<file path="src/hdl/ccr_map.vh">
/*
 * constants of the core clock and reset release block: register offsets,
 * field positions, reset values and counts.
 * assumes inclusion by bare name from the design files of this block only.
 */
`ifndef CCR_MAP_VH
`define CCR_MAP_VH

// ----------------------------------------
// register offsets (byte addresses)
// ----------------------------------------
`define CCR_OFS_PMC 12'h000
`define CCR_OFS_STATUS 12'h004

// ----------------------------------------
// power_mgmt_control fields
// ----------------------------------------
`define CCR_MULT_LSB 0
`define CCR_MULT_MSB 5
`define CCR_DSEL_LSB 6
`define CCR_DSEL_MSB 7
`define CCR_HALVE_BIT 8
`define CCR_PMC_WIDTH 9
`define CCR_PMC_RESET 9'h000

// ----------------------------------------
// status fields
// ----------------------------------------
`define CCR_ST_PERIOD_LSB 0
`define CCR_ST_PERIOD_MSB 15
`define CCR_ST_PINS_LSB 16
`define CCR_ST_PINS_MSB 17
`define CCR_ST_IN_RESET_BIT 18
`define CCR_ST_RELEASED_BIT 19

// ----------------------------------------
// counts
// ----------------------------------------
`define CCR_REF_RELEASE_CYCLES 4096
`define CCR_CORE_RELEASE_CYCLES 2
`define CCR_PERIOD_WIDTH 16

`endif

</file>
<file path="src/hdl/ccr_rate_gen.v">
/*
 * rate generator: turns measured reference period and the loop settings
 * into a one-cycle core clock enable, by a phase accumulator on pclk.
 * assumes ref_tick is already synchronised to pclk and core rate <= pclk.
 */
`timescale 1ns/1ps
`include "ccr_map.vh"

module ccr_rate_gen #(
	parameter PW = `CCR_PERIOD_WIDTH
)(
	// clock and reset
	input wire pclk,
	input wire presetn,
	// reference tick and settings
	input wire ref_tick,
	input wire [5:0] loop_multiplier,
	input wire [3:0] post_divide_factor,
	input wire input_halve_enable,
	// results
	output reg [PW-1:0] ref_period_q,
	output reg core_tick_q
);

// ----------------------------------------
// reference period measurement
// ----------------------------------------
reg [PW-1:0] run_q;
always @(posedge pclk or negedge presetn)
begin
	if (!presetn)
	begin
		run_q <= {PW{1'b0}};
		ref_period_q <= {PW{1'b0}};
	end
	else if (ref_tick)
	begin
		ref_period_q <= run_q + {{(PW-1){1'b0}}, 1'b1};
		run_q <= {PW{1'b0}};
	end
	else if (run_q != {PW{1'b1}})
		run_q <= run_q + {{(PW-1){1'b0}}, 1'b1};
end

// ----------------------------------------
// accumulator: f_core = f_in * 2m / 2n
// ----------------------------------------
// threshold = n * (halve ? 2 : 1) * period; step = m each pclk
wire [PW+4:0] base_w = {5'b0_0000, ref_period_q} << input_halve_enable;
wire [PW+4:0] thr_w = base_w * {{(PW+1){1'b0}}, post_divide_factor};
reg [PW+4:0] acc_q;
wire [PW+5:0] sum_w = {1'b0, acc_q} + {{PW{1'b0}}, loop_multiplier};
wire [PW+5:0] rem_w = sum_w - {1'b0, thr_w};
always @(posedge pclk or negedge presetn)
begin
	if (!presetn)
	begin
		acc_q <= {(PW+5){1'b0}};
		core_tick_q <= 1'b0;
	end
	else if (thr_w == {(PW+5){1'b0}})
	begin
		acc_q <= {(PW+5){1'b0}};
		core_tick_q <= 1'b0;
	end
	else if (sum_w >= {1'b0, thr_w})
	begin
		// over-range ratios saturate at one tick per pclk
		acc_q <= (rem_w >= {1'b0, thr_w}) ? {(PW+5){1'b0}} : rem_w[PW+4:0];
		core_tick_q <= 1'b1;
	end
	else
	begin
		acc_q <= sum_w[PW+4:0];
		core_tick_q <= 1'b0;
	end
end

endmodule // ccr_rate_gen

</file>
<file path="src/hdl/ccr_reset_release.v">
/*
 * core reset release: counts reference ticks after the synchronised reset
 * pin rises, then a few core ticks, then releases core reset.
 * assumes both ticks are one-cycle pulses on pclk.
 */
`timescale 1ns/1ps
`include "ccr_map.vh"

module ccr_reset_release #(
	parameter REF_CYCLES = `CCR_REF_RELEASE_CYCLES,
	parameter CORE_CYCLES = `CCR_CORE_RELEASE_CYCLES
)(
	// clock and reset
	input wire pclk,
	input wire presetn,
	// inputs
	input wire pin_reset_n,
	input wire ref_tick,
	input wire core_tick,
	// result
	output reg released_q
);

reg [12:0] ref_cnt_q;
reg [1:0] core_cnt_q;
always @(posedge pclk or negedge presetn)
begin
	if (!presetn)
	begin
		ref_cnt_q <= 13'h0000;
		core_cnt_q <= 2'h0;
		released_q <= 1'b0;
	end
	else if (!pin_reset_n)
	begin
		ref_cnt_q <= 13'h0000;
		core_cnt_q <= 2'h0;
		released_q <= 1'b0;
	end
	else if (ref_cnt_q != REF_CYCLES[12:0])
	begin
		if (ref_tick)
			ref_cnt_q <= ref_cnt_q + 13'h0001;
	end
	else if (core_cnt_q != CORE_CYCLES[1:0])
	begin
		if (core_tick)
			core_cnt_q <= core_cnt_q + 2'h1;
	end
	else
		released_q <= 1'b1;
end

endmodule // ccr_reset_release

</file>
<file path="src/hdl/ccr_clock_reset.v">
/*
 * core clock generation and reset release, with an apb register slave.
 * the reference clock and board reset are pins, sampled on pclk; the core
 * and peripheral clocks leave as one-cycle enables on pclk.
 * assumes pclk is much faster than the reference clock.
 *
// Notes on behaviour
// while the reset pin is low the multiplier is loaded from the ratio pins, later software may rewrite it.
// the oscillator runs at twice multiplier times loop input and core clock is that over twice the post-divide.
// the divider-select field picks a post-divide of 1, 2, 4 or 8.
// while reset is active the post-divide is forced to one.
// the loop input is the reference, or the reference halved when halving is on.
// the peripheral clock period is exactly two core clock periods.
// software keeps reference times multiplier under the oscillator limits for the halving setting.
// the multiplier keeps the oscillator within its grade range.
// software changes keep the core clock period within the grade limits.
// core reset is released 4096 reference cycles plus two core cycles after the pin rises.
// a missed sampling window may add one reference cycle, 4097 at most.
// later resets hold the pin low at least 4 reference cycles.
// the reference clock is stable 10 us before reset rises.
// the ratio pins are final 20 us before reset rises.
// with a crystal, allow up to 25 ms start-up before the stable interval.
// at power-up reset stays low 100 us with a stable reference so the loop locks.
// the reset pin is synchronised and the delay is counted on reference clock edges.
 */
// Added by the designer: the APB interface to the registers and the register addresses.
`timescale 1ns/1ps
`include "ccr_map.vh"

module ccr_clock_reset #(
	// multiplier chosen by each ratio pin code
	parameter [5:0] RATIO_MULT_0 = 6'h04,
	parameter [5:0] RATIO_MULT_1 = 6'h08,
	parameter [5:0] RATIO_MULT_2 = 6'h10,
	parameter [5:0] RATIO_MULT_3 = 6'h20,
	parameter REF_CYCLES = `CCR_REF_RELEASE_CYCLES
)(
	// apb
	input wire pclk,
	input wire presetn,
	input wire psel,
	input wire penable,
	input wire pwrite,
	input wire [11:0] paddr,
	input wire [31:0] pwdata,
	output reg [31:0] prdata_q,
	output reg pready_q,
	output reg pslverr_q,
	// board pins
	input wire reference_clock_in,
	input wire reset_pin_n,
	input wire [1:0] ratio_select_pins,
	// clock enables and core reset
	output reg core_clk_en_q,
	output reg periph_clk_en_q,
	output reg core_reset_n_q
);

// ----------------------------------------
// pin synchronisers
// ----------------------------------------
// stage one of each chain feeds only stage two
reg ref_meta_q;
reg ref_sync_q;
reg pin_meta_n_q;
reg pin_sync_n_q;
reg [1:0] pins_meta_q;
reg [1:0] pins_sync_q;

// reference clock level
always @(posedge pclk or negedge presetn)
begin
	if (!presetn)
	begin
		ref_meta_q <= 1'b0;
		ref_sync_q <= 1'b0;
	end
	else
	begin
		ref_meta_q <= reference_clock_in;
		ref_sync_q <= ref_meta_q;
	end
end

// board reset pin, parked at its asserted level
always @(posedge pclk or negedge presetn)
begin
	if (!presetn)
	begin
		pin_meta_n_q <= 1'b0;
		pin_sync_n_q <= 1'b0;
	end
	else
	begin
		pin_meta_n_q <= reset_pin_n;
		pin_sync_n_q <= pin_meta_n_q;
	end
end

// ratio straps
always @(posedge pclk or negedge presetn)
begin
	if (!presetn)
	begin
		pins_meta_q <= 2'h0;
		pins_sync_q <= 2'h0;
	end
	else
	begin
		pins_meta_q <= ratio_select_pins;
		pins_sync_q <= pins_meta_q;
	end
end
wire ref_level = ref_sync_q;
wire pin_rst_n = pin_sync_n_q;

// reference edge detect; reset pin release sampled only on reference edges
reg ref_prev_q;
reg pin_rst_ref_n_q;
wire ref_tick = ref_level & ~ref_prev_q;
always @(posedge pclk or negedge presetn)
begin
	if (!presetn)
	begin
		ref_prev_q <= 1'b0;
		pin_rst_ref_n_q <= 1'b0;
	end
	else
	begin
		ref_prev_q <= ref_level;
		if (!pin_rst_n)
			pin_rst_ref_n_q <= 1'b0;
		else if (ref_tick)
			pin_rst_ref_n_q <= 1'b1;
	end
end
// enters reset at once, leaves only on a reference edge
wire in_reset = ~pin_rst_ref_n_q;

// ----------------------------------------
// power_mgmt_control register
// ----------------------------------------
reg [`CCR_PMC_WIDTH-1:0] pmc_q;
reg [5:0] strap_mult;
always @*
begin
	case (pins_sync_q)
		2'h0: strap_mult = RATIO_MULT_0;
		2'h1: strap_mult = RATIO_MULT_1;
		2'h2: strap_mult = RATIO_MULT_2;
		2'h3: strap_mult = RATIO_MULT_3;
		default: strap_mult = RATIO_MULT_0;
	endcase
end

wire apb_setup = psel & ~penable;
wire apb_done = psel & penable & pready_q;
wire hit_pmc = (paddr == `CCR_OFS_PMC);
wire hit_status = (paddr == `CCR_OFS_STATUS);
// writes land at the access edge only, never in the setup cycle
wire pmc_wr = apb_done & pwrite & hit_pmc;

always @(posedge pclk or negedge presetn)
begin
	if (!presetn)
		pmc_q <= `CCR_PMC_RESET;
	else if (in_reset)
	begin
		// strap sampled on pclk, never under the asynchronous reset
		pmc_q[`CCR_MULT_MSB:`CCR_MULT_LSB] <= strap_mult;
		pmc_q[`CCR_DSEL_MSB:`CCR_DSEL_LSB] <= 2'h0;
		pmc_q[`CCR_HALVE_BIT] <= 1'b0;
	end
	else if (pmc_wr)
		pmc_q <= pwdata[`CCR_PMC_WIDTH-1:0];
end

wire [5:0] loop_multiplier = pmc_q[`CCR_MULT_MSB:`CCR_MULT_LSB];
wire [1:0] divider_select_field = pmc_q[`CCR_DSEL_MSB:`CCR_DSEL_LSB];
wire input_halve_enable = pmc_q[`CCR_HALVE_BIT];

// post-divide factor 1, 2, 4, 8; forced to 1 in reset
reg [3:0] post_divide_factor;
always @*
begin
	if (in_reset)
		post_divide_factor = 4'h1;
	else
	begin
		case (divider_select_field)
			2'h0: post_divide_factor = 4'h1;
			2'h1: post_divide_factor = 4'h2;
			2'h2: post_divide_factor = 4'h4;
			2'h3: post_divide_factor = 4'h8;
			default: post_divide_factor = 4'h1;
		endcase
	end
end

// ----------------------------------------
// core and peripheral enables
// ----------------------------------------
wire [`CCR_PERIOD_WIDTH-1:0] ref_period;
wire core_tick;

// fractional ratios jitter by one pclk around the mean rate
ccr_rate_gen #(
	.PW(`CCR_PERIOD_WIDTH)
) u_rate (
	.pclk(pclk),
	.presetn(presetn),
	.ref_tick(ref_tick),
	.loop_multiplier(loop_multiplier),
	.post_divide_factor(post_divide_factor),
	.input_halve_enable(input_halve_enable),
	.ref_period_q(ref_period),
	.core_tick_q(core_tick)
);

// peripheral enable on every second core enable
reg periph_phase_q;
always @(posedge pclk or negedge presetn)
begin
	if (!presetn)
	begin
		periph_phase_q <= 1'b0;
		core_clk_en_q <= 1'b0;
		periph_clk_en_q <= 1'b0;
	end
	else
	begin
		core_clk_en_q <= core_tick;
		periph_clk_en_q <= core_tick & periph_phase_q;
		if (core_tick)
			periph_phase_q <= ~periph_phase_q;
	end
end

// ----------------------------------------
// core reset release
// ----------------------------------------
wire released;

ccr_reset_release #(
	.REF_CYCLES(REF_CYCLES),
	.CORE_CYCLES(`CCR_CORE_RELEASE_CYCLES)
) u_release (
	.pclk(pclk),
	.presetn(presetn),
	.pin_reset_n(pin_rst_ref_n_q),
	.ref_tick(ref_tick),
	.core_tick(core_tick),
	.released_q(released)
);

// extra flop so the output leaves straight from a register
always @(posedge pclk or negedge presetn)
begin
	if (!presetn)
		core_reset_n_q <= 1'b0;
	else
		core_reset_n_q <= released;
end

// ----------------------------------------
// apb slave, one wait-free access phase
// ----------------------------------------
reg [31:0] rd_mux;
always @*
begin
	rd_mux = 32'h0000_0000;
	if (hit_pmc)
		rd_mux[`CCR_PMC_WIDTH-1:0] = pmc_q;
	else if (hit_status)
	begin
		rd_mux[`CCR_ST_PERIOD_MSB:`CCR_ST_PERIOD_LSB] = ref_period;
		rd_mux[`CCR_ST_PINS_MSB:`CCR_ST_PINS_LSB] = pins_sync_q;
		rd_mux[`CCR_ST_IN_RESET_BIT] = in_reset;
		rd_mux[`CCR_ST_RELEASED_BIT] = core_reset_n_q;
	end
end

// handshake: one access cycle, no wait states
always @(posedge pclk or negedge presetn)
begin
	if (!presetn)
	begin
		pready_q <= 1'b0;
		pslverr_q <= 1'b0;
	end
	else
	begin
		pready_q <= apb_setup;
		pslverr_q <= apb_setup & ~(hit_pmc | hit_status);
	end
end

// read data taken at setup; a write leaves zeros behind
always @(posedge pclk or negedge presetn)
begin
	if (!presetn)
		prdata_q <= 32'h0000_0000;
	else if (apb_setup)
		prdata_q <= pwrite ? 32'h0000_0000 : rd_mux;
end

endmodule // ccr_clock_reset

</file>
<file path="config.mk">
export PLATFORM = sky130hd
export DESIGN_NAME = ccr_clock_reset
export DESIGN_NICKNAME = d
export VERILOG_FILES = /design/src/hdl/ccr_rate_gen.v /design/src/hdl/ccr_reset_release.v /design/src/hdl/ccr_clock_reset.v
export VERILOG_INCLUDE_DIRS = /design/src /design/src/hdl
export SDC_FILE = /design/constraint.sdc
export NUM_CORES = 1
export LEC_CHECK = 0
export BUFFER_PORTS_ARGS = -buffer_cell sky130_fd_sc_hd__buf_4
export CORE_AREA = 2 2 130 132
export DETAILED_ROUTE_END_ITERATION = 7
export DIE_AREA = 0 0 132 134
export PLACE_DENSITY = 0.8
export SLEW_MARGIN = 20
export SYNTH_ARGS = -nofsm -noshare
export SYNTH_HDL_FRONTEND = slang
export SYNTH_HIERARCHICAL = 1
export SYNTH_SLANG_ARGS = --single-unit
</file>
<file path="constraint.sdc">
create_clock -name pclk -period 9.2 [get_ports pclk]
set_input_delay 1.84 -clock pclk [delete_from_list [all_inputs] [get_ports pclk]]
set_output_delay 1.84 -clock pclk [all_outputs]
set_load 0.005 [all_outputs]
</file>
==> results.md <==
* Status: finished, final reports clean
* Drt total wl at around 21,000 um
* Fin area at roughly 0.011 sq mm
* Ant diodes at 0
* Number of synthesized flops with an enable pin at 0
* CTS max path bufs at 2
* Pleak at around 0.0051 uW
* Syn avg cell area at 9.13 sq um
* Share of the yosys chip area belonging to registers at 29.5%
* Final cycle utilization of the critical path at slightly above 90%
* Hold Path Class: reg -> reg
* Async SR Flop Fraction at between 90% and 100%
* Yosys warnings at 6
* Most frequent cells in the layout: dfrtp_1 (114), ha_1 (76), nand2_1 (74), inv_1 (71), a21oi_1 (70)
* Area of the mapped netlist at 0.00974 sq mm
* Dpl hpwl at 15,700 um
* Core area at between 0.015 and 0.02 sq mm
* Crit. Startpoint: pin_rst_ref_n_q$_DFFE_PN0P_
* DR WL/cell at between 15 and 20 um
* Fin util at ~66%
* I/O pin count at 90
* Vias at 7,919
* GP Congestion at around 0.96
* Latest clock arrival within the worst-skew pair at between 0.4 and 0.5 ns
* GRT overflow at 0
* CP Class: reg -> reg
* DIE AREA at between 0.015 and 0.02 sq mm
* PwrDens at approximately 230 mW/mm^2
* Pin count of the biggest net entering global routing at between 80 and 90
* Top_reg_cell synth: dfrtp_1
* Least-Margin Pin Slew at approximately 1 ns
* First-pass GRT wire length at 36,500 um
* Synth unique cells at between 80 and 90
* Req. time, crit path at between 9 and 10 ns
* DRC at 0
* Number of setup violations in the final report at 0
* Final min period at roughly 8.5 ns
* Port-buffer cells at 54
* FP Rows at between 40 and 50
* R2r startpoint: pin_rst_ref_n_q$_DFFE_PN0P_
* Vias in the first global route at about 7,700
* Avg Vias per Cell at slightly below 6
* CTS Root Cell: clkbuf_16
* Worst setup EP type: flop
* Worst Path Max Fanout at 21
* Number of DRC markers in iteration 0 at around 470
* Post-CTS setup buffers at 0
* DP Area at 0.0102 sq mm
* Die Width at 132 um
* Crit start category: flop
* Share of post-route cells with drive strength above 1 at 12.0%
* # clock sinks at ~120
* Worst-path clk slew at ~0.070 ns
* VDD IR max at 0.180 mV
* Initial Util at between 50% and 60%
* Hold path startpoint: ref_meta_q$_DFF_PN0_
* Die height at roughly 130 um
* Max-Cap Viols at 0
* Post-route ant nets at 0
* Drt first pass iters at 5
* Initial antenna violation count at 0
* Fillers at approximately 1,300
* Cells after Synth at roughly 1,100
* H-tree Lvls at 4
* Critical Path AT at 8.87 ns
* Max Freq at between 100 and 150 MHz
* Relative slew margins at around 32%
* Fin Setup TNS at 0 ns
* Layout area overhead at 11.1%
* Unrepaired setup endpoints after global routing: no
* Seq cells post-synth at approximately 120
* Global Route Usage Sum at approximately 25%
* Final Skew at between 0.01 and 0.015 ns
* Nets at between 1,000 and 1,500
* Pins Over Slew Limit at 0
* CTS tree: yes
* Most common cell after layout, fill and taps aside: dfrtp_1
* Final hold vios at 0
* Number of buffers created by CTS at 17
* Overall Power at 2440 uW
## flip-flops by register name (all words and copies together) (netlist names), 2 cells and up
name and flops:
pmc_q 9, u_release/ref_cnt_q 13, prdata_q 20, u_rate/ref_period_q 16
u_rate/acc_q 21, pins_meta_q 2, u_release/core_cnt_q 2, pins_sync_q 2
u_rate/run_q 16
## cell families after synthesis
logic type	after synthesis	share of synthesized area [%]
AND/OR/NAND/NOR	389	22.7
flip-flops	115	29.5
XOR/XNOR	59	5.30
other	1	0.0385
AO/OA/AOI/OAI	241	17.1
adder cells (fa/ha/maj)	108	16.3
buffers and inverters	124	5.83
multiplexers	30	3.16
## layer usage
metal | routed length (um) | vias to the layer above | share of wire (%) | track usage (%)
met1 | 9720 | 3841 | 46 | 33.1
met5 | 0 | - | 0 | 0
met2 | 10400 | 166 | 49 | 41.4
met3 | 795 | 36 | 3.7 | 4.31
met4 | 425 | 0 | 2.0 | 9.00
li1 | - | 3876 | - | -
## area by class of cell
class                   count  area, sq um  share of cell area [%]
clock buffers              17          425                    3.93
clock inverters            15          159                    1.47
inverters                  71          267                    2.46
multi-input cells         839         6340                    58.6
flip-flops and latches    115         2880                    26.6
well taps                 220          275                    2.54
repair buffers             62          475                    4.39
## where the power goes
part | total, uW | leakage [uW] | internal, uW | switching [uW]
registers | 623 | 0.00152 | 570 | 52.9
clock network | 644 | 0.000280 | 360 | 283
logic | 1180 | 0.00326 | 484 | 693
## through the flow
stage                     hold slack, ns  setup slack, ns  cells
after global routing               0.365           0.0323   1339
after floorplan                    0.331             1.99   1078
after CTS                          0.352            0.730   1338
after detailed placement           0.336            0.834   1306
final                              0.348            0.667   1339
after global placement             0.332            0.949   1306
## worst max-delay path: stages, from the launching register on
cell and delay [ns]:
dfrtp_1 0.46, nand2_1 0.12, nor2_1 0.72, nand2b_1 0.16
fa_1 0.49, fa_1 0.54, inv_1 0.07, fa_1 0.45
a21o_1 0.21, a221oi_1 0.49, o21ai_0 0.19, xnor2_1 0.36
ha_1 0.36, a21o_1 0.26, a221o_1 0.37, o21ai_0 0.28
and3_1 0.26, or2_1 0.18, xnor2_1 0.20, ha_1 0.31
a21o_1 0.18, a21o_1 0.17, a21oi_1 0.23, o21ai_0 0.14
o311ai_0 0.39, o21a_2 0.49, nand3_1 0.16, a21oi_1 0.18
## final timing paths
check                                            end  slack [ns]  cells past startpoint
min in group asynchronous       ref_meta_q$_DFF_PN0_        1.34                      1
setup reg to reg           u_rate/acc_q[7]$_DFF_PN0_        0.67                     27
hold reg to reg                  ref_level$_DFF_PN0_        0.35                      0
setup / recovery           u_rate/acc_q[7]$_DFF_PN0_        0.67                     27
max in group asynchronous  u_rate/acc_q[6]$_DFF_PN0_        6.76                      2
hold / removal                   ref_level$_DFF_PN0_        0.35                      0
## cells in the mapped netlist (all sizes together) (13+ instances only)
cell type	number	area, sq um
nand3	55	293
nand2	74	278
nor2b	47	294
o21ai	39	195
ha	76	951
and2	22	140
a21oi	71	359
xnor2	33	289
buf	29	210
nand4	24	156
nand2b	18	113
nor3	16	85.1
mux2i	24	240
nor4	13	133
clkbuf	24	91.3
xor2	26	228
fa	32	641
a21o	26	195
and3	19	120
a22o	13	114
dfrtp	115	2880
nor2	60	225
inv	71	267
## timing repair
action | CTS | global route
gates resized for setup | 0 | 1
hold buffers | 0 | 0
setup endpoints to repair | 0 | 13
No activity file was read; power rests on OpenSTA's default activity.
